File: src/sfl_pkg.sv
/*
 * Shared constants and types of the supervisor fault logic: register offsets,
 * timing figures and their cycle counts, state codes and the status layout.
 * Assumes a 10 MHz block clock.
 */
package sfl_pkg;
    // Block clock rate.
    localparam int SFL_CLK_HZ = 10_000_000;
    localparam int SFL_CYC_PER_MS = SFL_CLK_HZ / 1000;
    // Timing figures in milliseconds.
    localparam int SFL_WD_TIMEOUT_MS = 200;
    localparam int SFL_WD_PULSE_MS = 14;
    localparam int SFL_POR_MS = 200;
    // Counter width and the derived cycle counts.
    localparam int SFL_CNT_W = 24;
    localparam logic [23:0] SFL_WD_TIMEOUT_CYC = 24'(SFL_WD_TIMEOUT_MS * SFL_CYC_PER_MS);
    localparam logic [23:0] SFL_WD_PULSE_CYC = 24'(SFL_WD_PULSE_MS * SFL_CYC_PER_MS);
    localparam logic [23:0] SFL_POR_CYC = 24'(SFL_POR_MS * SFL_CYC_PER_MS);
    // Register byte offsets on the APB port.
    localparam logic [11:0] SFL_OFF_WD_TIMEOUT = 12'h000;
    localparam logic [11:0] SFL_OFF_WD_PULSE = 12'h004;
    localparam logic [11:0] SFL_OFF_POR_DELAY = 12'h008;
    localparam logic [11:0] SFL_OFF_STATUS = 12'h00c;
    // Number of low-side channels.
    localparam int SFL_NCH = 3;

    // Supervisor states, one-hot.
    typedef enum logic [6:0] {
        SFL_ST_SLEEP   = 7'h01,
        SFL_ST_THERMAL = 7'h02,
        SFL_ST_SUPPLY_UNDERVOLTAGE_FLAG    = 7'h04,
        SFL_ST_POR     = 7'h08,
        SFL_ST_WAIT    = 7'h10,
        SFL_ST_RUN     = 7'h20,
        SFL_ST_ALARM   = 7'h40
    } sfl_state_t;

    // Status word as read back by software.
    typedef struct packed {
        logic wd_pulse_phase;
        logic [2:0] oc_latched;
        logic [2:0] chan_on;
        logic supply_on;
        logic reset_level;
        logic [6:0] state;
    } sfl_status_t;
endpackage

File: src/sfl_por_timer.sv
/*
 * Power-on delay counter: counts while run is high, flags done at the
 * terminal count and restarts from zero whenever run drops.
 * Assumes the single block clock and its asynchronous low reset.
 */
`timescale 1ns/100ps
module sfl_por_timer #(
    parameter int W = 24
) (
    input wire logic clk,
    input wire logic rst_n,
    input wire logic run,
    input wire logic [W-1:0] terminal,
    output logic done
);
    logic [W-1:0] count;

    // Count up while running; done marks the terminal cycle.
    always_ff @(posedge clk or negedge rst_n) begin
        if (!rst_n) begin
            count <= '0;
            done <= 1'b0;
        end else if (!run) begin
            count <= '0;
            done <= 1'b0;
        end else if (count + W'(1) >= terminal) begin
            done <= 1'b1;
        end else begin
            count <= count + W'(1);
        end
    end
endmodule

File: src/sfl_channel.sv
/*
 * One low-side channel: gates the input onto the driver and keeps the
 * overcurrent latch that holds the driver off until the input rises again or the supervisor sleeps.
 * Assumes inputs synchronous to clk; enable comes from the supervisor.
 */
`timescale 1ns/100ps
module sfl_channel (
    input wire logic clk,
    input wire logic rst_n,
    input wire logic enable,
    input wire logic sleep,
    input wire logic chan_in,
    input wire logic overcurrent,
    output logic out_on,
    output logic latched
);
    logic prev_in;
    logic next_latched;

    // Trip sets the latch and wins over the re-arm edge in the same cycle.
    always_comb begin
        next_latched = latched;
        if (overcurrent && out_on) begin
            next_latched = 1'b1;
        end else if (chan_in && !prev_in) begin
            next_latched = 1'b0;
        end else if (sleep) begin
            next_latched = 1'b0;
        end
    end

    // Latch, edge history and the driver itself.
    always_ff @(posedge clk or negedge rst_n) begin
        if (!rst_n) begin
            prev_in <= 1'b0;
            latched <= 1'b0;
            out_on <= 1'b0;
        end else begin
            prev_in <= chan_in;
            latched <= next_latched;
            out_on <= enable && chan_in && !next_latched;
        end
    end
endmodule

File: src/sfl_supervisor.sv
/*
 * Supervisor fault logic top: wake decode, fault precedence, power-on delay,
 * edge-kicked watchdog with pulse train, reset output, three gated channels
 * and an APB slave holding the timing counts and a status word.
 * Assumes all pins synchronous to clk and an APB master on the same clock.
 */
// Implementation choices: the APB register port and the register offsets.
`timescale 1ns/100ps
module sfl_supervisor import sfl_pkg::*; #(
    parameter logic [23:0] WD_TIMEOUT_CYC = SFL_WD_TIMEOUT_CYC,
    parameter logic [23:0] WD_PULSE_CYC = SFL_WD_PULSE_CYC,
    parameter logic [23:0] POR_CYC = SFL_POR_CYC
) (
    input wire logic clk,
    input wire logic rst_n,
    input wire logic psel,
    input wire logic penable,
    input wire logic pwrite,
    input wire logic [11:0] paddr,
    input wire logic [31:0] pwdata,
    output logic [31:0] prdata,
    output logic pready,
    output logic pslverr,
    input wire logic logic_wake_input,
    input wire logic battery_wake_input,
    input wire logic watchdog_kick_input,
    input wire logic thermal_shutdown_flag,
    input wire logic supply_undervoltage_flag,
    input wire logic [2:0] channel_input,
    input wire logic [2:0] channel_overcurrent_flag,
    output logic reset_fault_out_n,
    output logic regulated_supply_on,
    output logic [2:0] channel_output_on
);
    sfl_state_t state;
    sfl_state_t next_state;
    logic [23:0] wd_timeout;
    logic [23:0] wd_pulse;
    logic [23:0] por_delay;
    logic [23:0] wd_count;
    logic wd_down;
    logic kick_prev;
    logic kick_edge;
    logic wd_active;
    logic wd_trip;
    logic wd_pulse_end;
    logic por_done;
    logic awake;
    logic quiet;
    logic chan_enable;
    logic [2:0] chan_on;
    logic [2:0] oc_latched;
    logic [31:0] read_word;
    logic addr_ok;
    sfl_status_t status;

    // Wake decode and the absence of any higher fault.
    assign awake = logic_wake_input || battery_wake_input;
    assign quiet = awake && !thermal_shutdown_flag && !supply_undervoltage_flag;

    // Any kick transition counts, so a kick tied back to the reset pin
    // self-kicks on each pulse and cuts every alarm pulse of an unused watchdog short.
    assign kick_edge = watchdog_kick_input != kick_prev;

    always_ff @(posedge clk or negedge rst_n) begin
        if (!rst_n) begin
            kick_prev <= 1'b0;
        end else begin
            kick_prev <= watchdog_kick_input;
        end
    end

    // Watchdog runs only once the power-on delay is over.
    assign wd_active = (state == SFL_ST_WAIT) || (state == SFL_ST_RUN) || (state == SFL_ST_ALARM);
    assign wd_trip = wd_active && !wd_down && !kick_edge
        && (wd_count == wd_timeout - 24'h1);
    assign wd_pulse_end = wd_down && (wd_count == wd_pulse - 24'h1);

    // Charge phase counts to the timeout, discharge phase to the pulse width.
    always_ff @(posedge clk or negedge rst_n) begin
        if (!rst_n) begin
            wd_count <= 24'h0;
            wd_down <= 1'b0;
        end else if (!wd_active || kick_edge) begin
            wd_count <= 24'h0;
            wd_down <= 1'b0;
        end else if (wd_trip) begin
            wd_count <= 24'h0;
            wd_down <= 1'b1;
        end else if (wd_pulse_end) begin
            wd_count <= 24'h0;
            wd_down <= 1'b0;
        end else begin
            wd_count <= wd_count + 24'h1;
        end
    end

    // Power-on delay counter, restarted each time the POR state is entered.
    sfl_por_timer #(
        .W(SFL_CNT_W)
    ) u_por (
        .clk(clk),
        .rst_n(rst_n),
        .run(state == SFL_ST_POR),
        .terminal(por_delay),
        .done(por_done)
    );

    // Higher conditions override lower ones regardless of the state.
    always_comb begin
        next_state = state;
        if (!awake) begin
            next_state = SFL_ST_SLEEP;
        end else if (thermal_shutdown_flag) begin
            next_state = SFL_ST_THERMAL;
        end else if (supply_undervoltage_flag) begin
            next_state = SFL_ST_SUPPLY_UNDERVOLTAGE_FLAG;
        end else begin
            case (state)
                SFL_ST_SLEEP, SFL_ST_THERMAL, SFL_ST_SUPPLY_UNDERVOLTAGE_FLAG: begin
                    next_state = SFL_ST_POR;
                end
                SFL_ST_POR: begin
                    if (por_done) begin
                        next_state = SFL_ST_WAIT;
                    end
                end
                SFL_ST_WAIT: begin
                    if (kick_edge) begin
                        next_state = SFL_ST_RUN;
                    end else if (wd_trip) begin
                        next_state = SFL_ST_ALARM;
                    end
                end
                SFL_ST_RUN: begin
                    if (wd_trip) begin
                        next_state = SFL_ST_ALARM;
                    end
                end
                SFL_ST_ALARM: begin
                    if (kick_edge) begin
                        next_state = SFL_ST_RUN;
                    end
                end
                default: begin
                    next_state = SFL_ST_SLEEP;
                end
            endcase
        end
    end

    always_ff @(posedge clk or negedge rst_n) begin
        if (!rst_n) begin
            state <= SFL_ST_SLEEP;
        end else begin
            state <= next_state;
        end
    end

    // Reset pin level low for held faults, pulsed in alarm; supply off only in sleep and thermal.
    always_ff @(posedge clk or negedge rst_n) begin
        if (!rst_n) begin
            reset_fault_out_n <= 1'b0;
            regulated_supply_on <= 1'b0;
        end else begin
            regulated_supply_on <= (state != SFL_ST_SLEEP)
                && (state != SFL_ST_THERMAL);
            case (state)
                SFL_ST_WAIT, SFL_ST_RUN: reset_fault_out_n <= 1'b1;
                SFL_ST_ALARM: reset_fault_out_n <= !wd_down;
                default: reset_fault_out_n <= 1'b0;
            endcase
        end
    end

    // Channels drive only in normal run, after the first kick.
    assign chan_enable = state == SFL_ST_RUN;

    genvar ch;
    generate
        for (ch = 0; ch < SFL_NCH; ch++) begin : g_chan
            sfl_channel u_chan (
                .clk(clk),
                .rst_n(rst_n),
                .enable(chan_enable),
                .sleep(state == SFL_ST_SLEEP),
                .chan_in(channel_input[ch]),
                .overcurrent(channel_overcurrent_flag[ch]),
                .out_on(chan_on[ch]),
                .latched(oc_latched[ch])
            );
        end
    endgenerate

    assign channel_output_on = chan_on;

    // Timing registers: software may shorten or lengthen each terminal count.
    always_ff @(posedge clk or negedge rst_n) begin
        if (!rst_n) begin
            wd_timeout <= WD_TIMEOUT_CYC;
            wd_pulse <= WD_PULSE_CYC;
            por_delay <= POR_CYC;
        end else if (psel && penable && pready && pwrite) begin
            case (paddr)
                SFL_OFF_WD_TIMEOUT: wd_timeout <= pwdata[23:0];
                SFL_OFF_WD_PULSE: wd_pulse <= pwdata[23:0];
                SFL_OFF_POR_DELAY: por_delay <= pwdata[23:0];
                default: ;
            endcase
        end
    end

    // Status word and read multiplexer.
    assign status = '{wd_pulse_phase: wd_down, oc_latched: oc_latched,
        chan_on: chan_on, supply_on: regulated_supply_on,
        reset_level: reset_fault_out_n, state: state};

    always_comb begin
        addr_ok = 1'b1;
        read_word = 32'h0;
        case (paddr)
            SFL_OFF_WD_TIMEOUT: read_word = {8'h00, wd_timeout};
            SFL_OFF_WD_PULSE: read_word = {8'h00, wd_pulse};
            SFL_OFF_POR_DELAY: read_word = {8'h00, por_delay};
            SFL_OFF_STATUS: read_word = {16'h0000, status};
            default: addr_ok = 1'b0;
        endcase
    end

    // Answer is registered in the setup cycle so the access phase has no wait.
    always_ff @(posedge clk or negedge rst_n) begin
        if (!rst_n) begin
            pready <= 1'b0;
            pslverr <= 1'b0;
            prdata <= 32'h0;
        end else if (psel && !penable) begin
            pready <= 1'b1;
            pslverr <= !addr_ok || (pwrite && paddr == SFL_OFF_STATUS);
            prdata <= pwrite ? 32'h0 : read_word;
        end else begin
            pready <= 1'b0;
            pslverr <= 1'b0;
            prdata <= 32'h0;
        end
    end
endmodule

File: config.mk
export PLATFORM = sky130hd
export DESIGN_NAME = sfl_supervisor
export DESIGN_NICKNAME = d
export VERILOG_FILES = /design/src/sfl_pkg.sv /design/src/sfl_por_timer.sv /design/src/sfl_channel.sv /design/src/sfl_supervisor.sv
export SDC_FILE = /design/constraint.sdc
export NUM_CORES = 1
export LEC_CHECK = 0
export ABC_AREA = 1
export BUFFER_PORTS_ARGS = -buffer_cell sky130_fd_sc_hd__buf_2
export CAP_MARGIN = 10
export CORE_AREA = 4 4 154 156
export DETAILED_ROUTE_END_ITERATION = 8
export DIE_AREA = 0 0 158 160
export GPL_TIMING_DRIVEN = 0
export PLACE_DENSITY = 0.73
export SLEW_MARGIN = 10
export SYNTH_ARGS = -nofsm -noshare
export SYNTH_HDL_FRONTEND = slang
export SYNTH_SLANG_ARGS = --single-unit
File: constraint.sdc
create_clock -name clk -period 2.77 [get_ports clk]
set_input_delay 0.1385 -clock clk [delete_from_list [all_inputs] [get_ports clk]]
set_output_delay 0.1385 -clock clk [all_outputs]
set_load 0.02 [all_outputs]
==> run metrics, run 1 <==
status finished with violations; failing checks negative setup slack; count of flip-flops with a built-in enable after synthesis 0; final setup skew 0.0125 ns; portion of the clock cycle consumed by the worst path in the final layout 121%; count of routing violations after the opening detailed-route iteration 1237; number of sinks handled by clock tree synthesis 167; origin of the critical flop-to-flop path u_por.count[1]; Final setup violation count 25; start point of the critical path u_por.count[1]; leakage power 6.61 nW; number of max-cap violations 0; Post-Synthesis Cells 1536; Distinct cells, synth 50; number of cells in the design after placement 1911; Pwr Density 391 nW/um2; cell depth of the worst flop-to-flop path 18; Port Buf Inserts 82; maximum clock frequency 0.298 GHz; effective utilization at floorplan 49.1%; class of the tightest hold or removal check input pin to register; maximum ir drop on the vdd rail 0.000334 V; crit-path max FO 7; vias in the first global route 10200; Non-Filler Instances 1995; routed via count divided by cell count 5.58; number of warning messages in the yosys log 0; proportion of synthesized chip area in sequential cells 38.3%; num ports 99; busiest layer in global routing met2; Critical Path Source Type register; netlist area before placement 11000 um2; signed area change from the synthesized netlist to the final layout 20.9%; Rows 55; Antenna Cells 0; Tmin final 3.36 ns; register bit count reported by yosys 167; post-route total power 5.19 mW; global-route wire length before repair 54.6 mm; Routed wire per std cell 18.1 um; cell depth of the worst hold path 3; post-CTS clock slew at the launch and capture registers of the worst setup and hold paths 0.08 ns; number of nets in the layout 1785; final standard cell utilization of the core 59.3%; Core Region 22400 um2; # DRC 0; pre-CTS setup slack -1.05 ns; relative max-transition margin 41.9%; Die Outline Area 25300 um2; number of CTS-inserted buffers 17; global routing usage on met2 42.2%; Critical Path AT 3.73 ns; RSZ-0062 raised after global routing yes; Die Y-Extent 160 um; clock latency at the later pin of the worst-skew pair 0.45 ns; layout cells sized above 1 18.1%; commonest cells after routing, fill and taps aside sky130_fd_sc_hd__nand2_1, sky130_fd_sc_hd__inv_1, sky130_fd_sc_hd__nor2_1; beginning of the worst hold path pwdata[13]; die boundary width 158 um; flop-to-flop setup slack -0.59 ns; Post-DRT Antenna Nets 0; mean instance size in the synthesized netlist 7.15 um2; final routed wirelength across all metal layers 36.1 mm; fin worst setup slack -0.586 ns; Worst Hold Endpoint wd_pulse[13]; pin count of the biggest net entering global routing 110; slew at the pin closest to its max-slew limit 0.872 ns; total track usage 27.7%; total vias in the final route 11100; Final HPWL DP 26.6 mm; routing usage on met3 5.50%; final count of pins violating max slew 0; first-pass iteration count of the detailed router 6; initial antenna violation count 0; Root Buffer sky130_fd_sc_hd__clkbuf_16; worst r2r dst u_por.count[5]; H-Tree Depth 4; CP endpoint kind register; GR Overflow Total 0; post-synthesis async set-or-reset flop share 100%; final hold violations 0; last weighted congestion value of the routability-driven placer 0.938; maximum clock insertion buffer count 2; most frequently used flop master after synthesis sky130_fd_sc_hd__dfrtp_1; critical path data required time 3.15 ns; most common cell after layout, fill and taps aside sky130_fd_sc_hd__nand2_1; kind of critical path register to register; clock tree from TritonCTS done; met1 capacity usage during global routing 39.8%
-- power breakdown --
group | internal, mW | total, mW | switching, mW
clock network | 1.29 | 2.50 | 1.21
logic | 0.0826 | 0.235 | 0.152
registers | 2.45 | 2.45 | 0.00591
total | 3.83 | 5.19 | 1.37
-- how the worst max path moves through the flow --
stage and endpoint:
3_5_place_dp u_por.count[22], 5_1_grt u_por.count[5], 4_1_cts u_por.count[22], 3_3_place_gp u_por.count[20], 6_report u_por.count[5], 2_1_floorplan u_por.count[22]
-- per-stage QoR --
step           area (um2)  setup TNS [ns]  hold WS [ns]
6_report            13300          -12.73       0.00528
5_1_grt             13300          -16.34        0.0195
4_1_cts             13000           -7.32       0.00344
3_5_place_dp        11800          -25.60         0.113
3_3_place_gp        11800         -180.78         0.263
2_1_floorplan       11000          -0.182        -0.157
-- worst max-delay path, cell delays in order (launching register included) --
cell	delay, ns
sky130_fd_sc_hd__dfrtp_1	0.39
sky130_fd_sc_hd__buf_4	0.12
sky130_fd_sc_hd__ha_2	0.27
sky130_fd_sc_hd__nand3_1	0.14
sky130_fd_sc_hd__nor2_1	0.13
sky130_fd_sc_hd__nand2_1	0.13
sky130_fd_sc_hd__xor2_1	0.22
sky130_fd_sc_hd__inv_1	0.10
sky130_fd_sc_hd__ha_1	0.31
sky130_fd_sc_hd__nand2_1	0.09
sky130_fd_sc_hd__nor2_1	0.20
sky130_fd_sc_hd__nand2_1	0.11
sky130_fd_sc_hd__o211ai_1	0.13
sky130_fd_sc_hd__nand3_2	0.15
sky130_fd_sc_hd__and3_4	0.28
sky130_fd_sc_hd__nand2_8	0.14
sky130_fd_sc_hd__buf_6	0.16
sky130_fd_sc_hd__nand3_1	0.10
sky130_fd_sc_hd__o21ai_1	0.12
-- routing by layer --
layer	wire length, um	share of wire [%]
met3	3490	9.6
met5	0	0
met2	16400	45
met1	15200	42
met4	984	2.7
-- kinds of logic (layout without fill, tap and decap cells) --
family | Yosys count | count (layout) | synth area share, %
simple gates | 805 | 806 | 32.6
buf+inv | 277 | 443 | 10.2
compound gates | 176 | 176 | 8.84
flops | 167 | 167 | 38.3
xor+xnor | 82 | 82 | 6.75
fa+ha+maj | 28 | 28 | 3.19
other cells | 1 | 8 | 0.0342
-- state kept, by name, indices dropped and copies added, names as in the netlist, 3 cells and up --
signal / count
wd_pulse: 24
por_delay: 24
g_chan.u_chan.prev_in: 3
wd_count: 24
prdata: 24
g_chan.u_chan.latched: 3
wd_timeout: 24
u_por.count: 24
state: 7
g_chan.u_chan.out_on: 3
-- timing repair --
item                       CTS  global route
setup endpoints to repair   45            49
gates resized for setup     54            48
hold buffers                21             0
cloned                       2             1
pin swaps                   14            26
buffers inserted            17            12
hold endpoints to repair    77             0
-- Yosys cell counts (all sizes together) (6+ instances only) --
cell,number,area share [%]
ha,28,3.2
nand3,125,5.8
nand4,51,2.9
nand2,365,13
dfstp,21,5.0
o22ai,35,2.0
o221ai,6,0.48
o21ai,109,5.0
buf,23,1.6
clkbuf,36,1.2
nor4,6,0.34
a21oi,18,0.82
dfrtp,146,33
nor2,223,8.9
nand3b,10,0.72
xnor2,20,1.6
nor3,19,0.91
inv,217,7.4
xor2,61,4.9
-- final cells by class --
class	count	area [um2]
Buffer	58	325
Clock buffer	17	425
Clock inverter	15	178
Fill cell	1992	9090
Inverter	218	818
Multi-Input combinational cell	1100	6030
Sequential cell	167	4210
Tap cell	285	357
Timing Repair Buffer	135	931
Note: power is estimated with default switching activity, not from simulation.
==> run 2: changes to the inputs <==
- CORE_AREA: 4 4 154 156 -> 4 4 131 183
- DIE_AREA: 0 0 158 160 -> 0 0 135 187
==> run metrics, run 2 (synthesis gave the netlist of run 1 again) <==
status finished with violations (unchanged); failing checks negative setup slack (unchanged); total vias in the final route 11100 (about the same); last weighted congestion value of the routability-driven placer 0.967 (was 0.938); class of the tightest hold or removal check input pin to register (unchanged); cell internal pwr 4.11 mW (was 3.83 mW); H-Tree Depth 4 (unchanged); Final HPWL DP 28.0 mm (was 26.6 mm); pre-CTS setup slack -1.08 ns (was -1.05 ns); final setup skew 0.00983 ns (was 0.0125 ns); final hold violations 0 (unchanged); kind of critical path register to register (unchanged); Root Buffer sky130_fd_sc_hd__clkbuf_16 (unchanged); die boundary width 135 um (was 158 um); signed area change from the synthesized netlist to the final layout 22.3% (was 20.9%); maximum clock frequency 0.296 GHz (was 0.298 GHz); worst r2r dst u_por.count[10] (was u_por.count[5]); Core Region 22400 um2 (unchanged); Worst path max stage delay 0.42 ns (was 0.39 ns); Non-Filler Instances 2023 (was 1995); global-route wire length before repair 57.6 mm (was 54.6 mm); post-CTS clock slew at the launch and capture registers of the worst setup and hold paths 0.07 ns (was 0.08 ns); Antenna Cells 0 (unchanged); vias in the first global route 11000 (was 10200); commonest cells after routing, fill and taps aside sky130_fd_sc_hd__nand2_1, sky130_fd_sc_hd__inv_1, sky130_fd_sc_hd__nor2_1 (unchanged); RSZ-0062 raised after global routing yes (unchanged); portion of the clock cycle consumed by the worst path in the final layout 122% (was 121%); Final setup violation count 25 (unchanged); post-route total power 5.34 mW (was 5.19 mW); pin count of the biggest net entering global routing 112 (was 110); beginning of the worst hold path pwdata[16] (was pwdata[13]); final standard cell utilization of the core 60.0% (was 59.3%); switching share of power 23.0% (was 26.3%); final count of pins violating max slew 0 (unchanged); power share of the combinational group 4.4% (was 4.5%); Die Y-Extent 187 um (was 160 um); Routed wire per std cell 18.4 um (was 18.1 um); fill count 2021 (was 1992); total track usage 29.3% (was 27.7%); maximum ir drop on the vdd rail 0.000454 V (was 0.000334 V); maximum clock insertion buffer count 2 (unchanged); Die Outline Area 25200 um2 (was 25300 um2); first-pass iteration count of the detailed router 5 (was 6); number of nets in the layout 1797 (was 1785); flop-to-flop setup slack -0.60 ns (was -0.59 ns); origin of the critical flop-to-flop path u_por.count[2] (was u_por.count[1]); slew at the pin closest to its max-slew limit 0.803 ns (was 0.872 ns); count of routing violations after the opening detailed-route iteration 930 (was 1237); Post-DRT Antenna Nets 0 (unchanged); relative max-transition margin 46.5% (was 41.9%); Worst Hold Endpoint wd_pulse[16] (was wd_pulse[13]); final routed wirelength across all metal layers 37.3 mm (was 36.1 mm); fin worst setup slack -0.604 ns (was -0.586 ns); routed via count divided by cell count 5.47 (was 5.58); crit-path max FO 5 (was 7); Slowest cell on crit path sky130_fd_sc_hd__dfrtp_2 (was sky130_fd_sc_hd__dfrtp_1); cell depth of the worst flop-to-flop path 17 (was 18); cell-by-cell trace of the critical path buf_4 -> nand2_2 -> nor3_4 -> nand3_2 -> nor2_4 -> nand3_4 -> nor3_4 -> xor2_1 -> ha_1 -> nand4_1 -> nor2_4 -> nand3_2 -> and3_4 -> nand2_8 -> buf_16 -> nand3_1 -> o21ai_2 (was buf_4 -> ha_2 -> nand3_1 -> nor2_1 -> nand2_1 -> xor2_1 -> inv_1 -> ha_1 -> nand2_1 -> nor2_1 -> nand2_1 -> o211ai_1 -> nand3_2 -> and3_4 -> nand2_8 -> buf_6 -> nand3_1 -> o21ai_1); Critical Path Source Type register (unchanged); cell depth of the worst hold path 3 (unchanged); portion of total power attributed to the clock network 49.5% (was 48.2%); Rows 65 (was 55); number of sinks handled by clock tree synthesis 167 (unchanged); effective utilization at floorplan 49.1% (unchanged); Multi-input gate area 6020 um2 (was 6030 um2); number of max-cap violations 0 (unchanged); layout cells sized above 1 18.2% (was 18.1%); num ports 99 (unchanged); area occupied by registers 4210 um2 (about the same); Port Buf Inserts 82 (unchanged); CP endpoint kind register (unchanged); # DRC 0 (unchanged); Critical Path AT 3.73 ns (about the same); Pwr Density 398 nW/um2 (was 391 nW/um2); most common cell after layout, fill and taps aside sky130_fd_sc_hd__nand2_1 (unchanged); initial antenna violation count 0 (unchanged); clock tree from TritonCTS done (unchanged); proportion of power drawn by flip-flops and latches 46.0% (was 47.3%); GR Overflow Total 0 (unchanged); critical path data required time 3.13 ns (was 3.15 ns); leakage power 6.69 nW (was 6.61 nW); number of CTS-inserted buffers 17 (unchanged); clock latency at the later pin of the worst-skew pair 0.44 ns (was 0.45 ns); Tmin final 3.37 ns (was 3.36 ns); number of cells in the design after placement 1927 (was 1911); switching power total 1.23 mW (was 1.37 mW)
run 2: cell types whose count changed in the layout (fill, tap and decap cells not counted), sizes merged:
cell	delta
bufinv	+3
clkinvlp	+1
buf	+9
clkbuf	+1
inv	-4
dlygate4sd3	+4
clkinv	-2
run 2: final cells by class:
cell class,count,area share [%]
Buffer,58,2.45
Clock buffer,19,3.37
Clock inverter,13,1.43
Inverter,218,6.09
Multi-Input combinational cell,1100,44.9
Sequential cell,167,31.3
Tap cell,301,2.80
Timing Repair Buffer,147,7.67
run 2: critical path: cells and delay by family, from the launching register on:
kind,cells,cell delay [ns]
xor+xnor,1,0.24
compound gates,1,0.14
simple gates,12,2.04
fa+ha+maj,1,0.17
flops,1,0.42
buf+inv,2,0.26
run 2: worst max path at each step:
stage	slack, ns	from	endpoint
2_1_floorplan	-0.01	u_por.count[2]	u_por.count[22]
3_3_place_gp	-1.05	u_por.count[2]	u_por.count[21]
3_5_place_dp	-1.08	u_por.count[2]	u_por.count[6]
4_1_cts	-0.28	u_por.count[2]	u_por.count[18]
5_1_grt	-0.74	u_por.count[2]	u_por.count[10]
6_report	-0.60	u_por.count[2]	u_por.count[10]
run 2: layer usage:
layer	vias to the layer above	wire (um)	global-route usage [%]	share of wire [%]
li1	5265	-	-	-
met1	5226	13700	32.3	37
met2	440	19300	53.0	52
met3	136	1740	3.31	4.7
met4	0	2530	18.0	6.8
met5	-	0	0	0
run 2: power groups by stage:
stage / Combinational [mW] / Sequential (mW) / Clock [mW]
global route: 0.262 / 2.46 / 2.77
finish: 0.237 / 2.46 / 2.65
floorplan: 0.0730 / 2.50 / 0
detailed placement: 0.201 / 2.50 / 0
global placement: 0.192 / 2.50 / 0
CTS: 0.234 / 2.46 / 2.67
run 2: metrics by stage:
| step | hold WS (ns) | TNS [ns] | area [um2] |
|---|---|---|---|
| after global routing | 0.0224 | -15.57 | 13400 |
| after floorplan | -0.157 | -0.182 | 11000 |
| after global placement | 0.262 | -181.38 | 11800 |
| after CTS | 0.00313 | -6.59 | 13300 |
| final | 0.0280 | -11.98 | 13400 |
| after detailed placement | 0.0877 | -35.70 | 11900 |
run 2: timing repair:
action,in CTS,in global routing
cloned,2,0
setup endpoints to repair,49,47
setup buffers,32,7
pin swaps,26,16
gates resized for setup,72,30
hold endpoints to repair,85,0
hold buffers,25,0
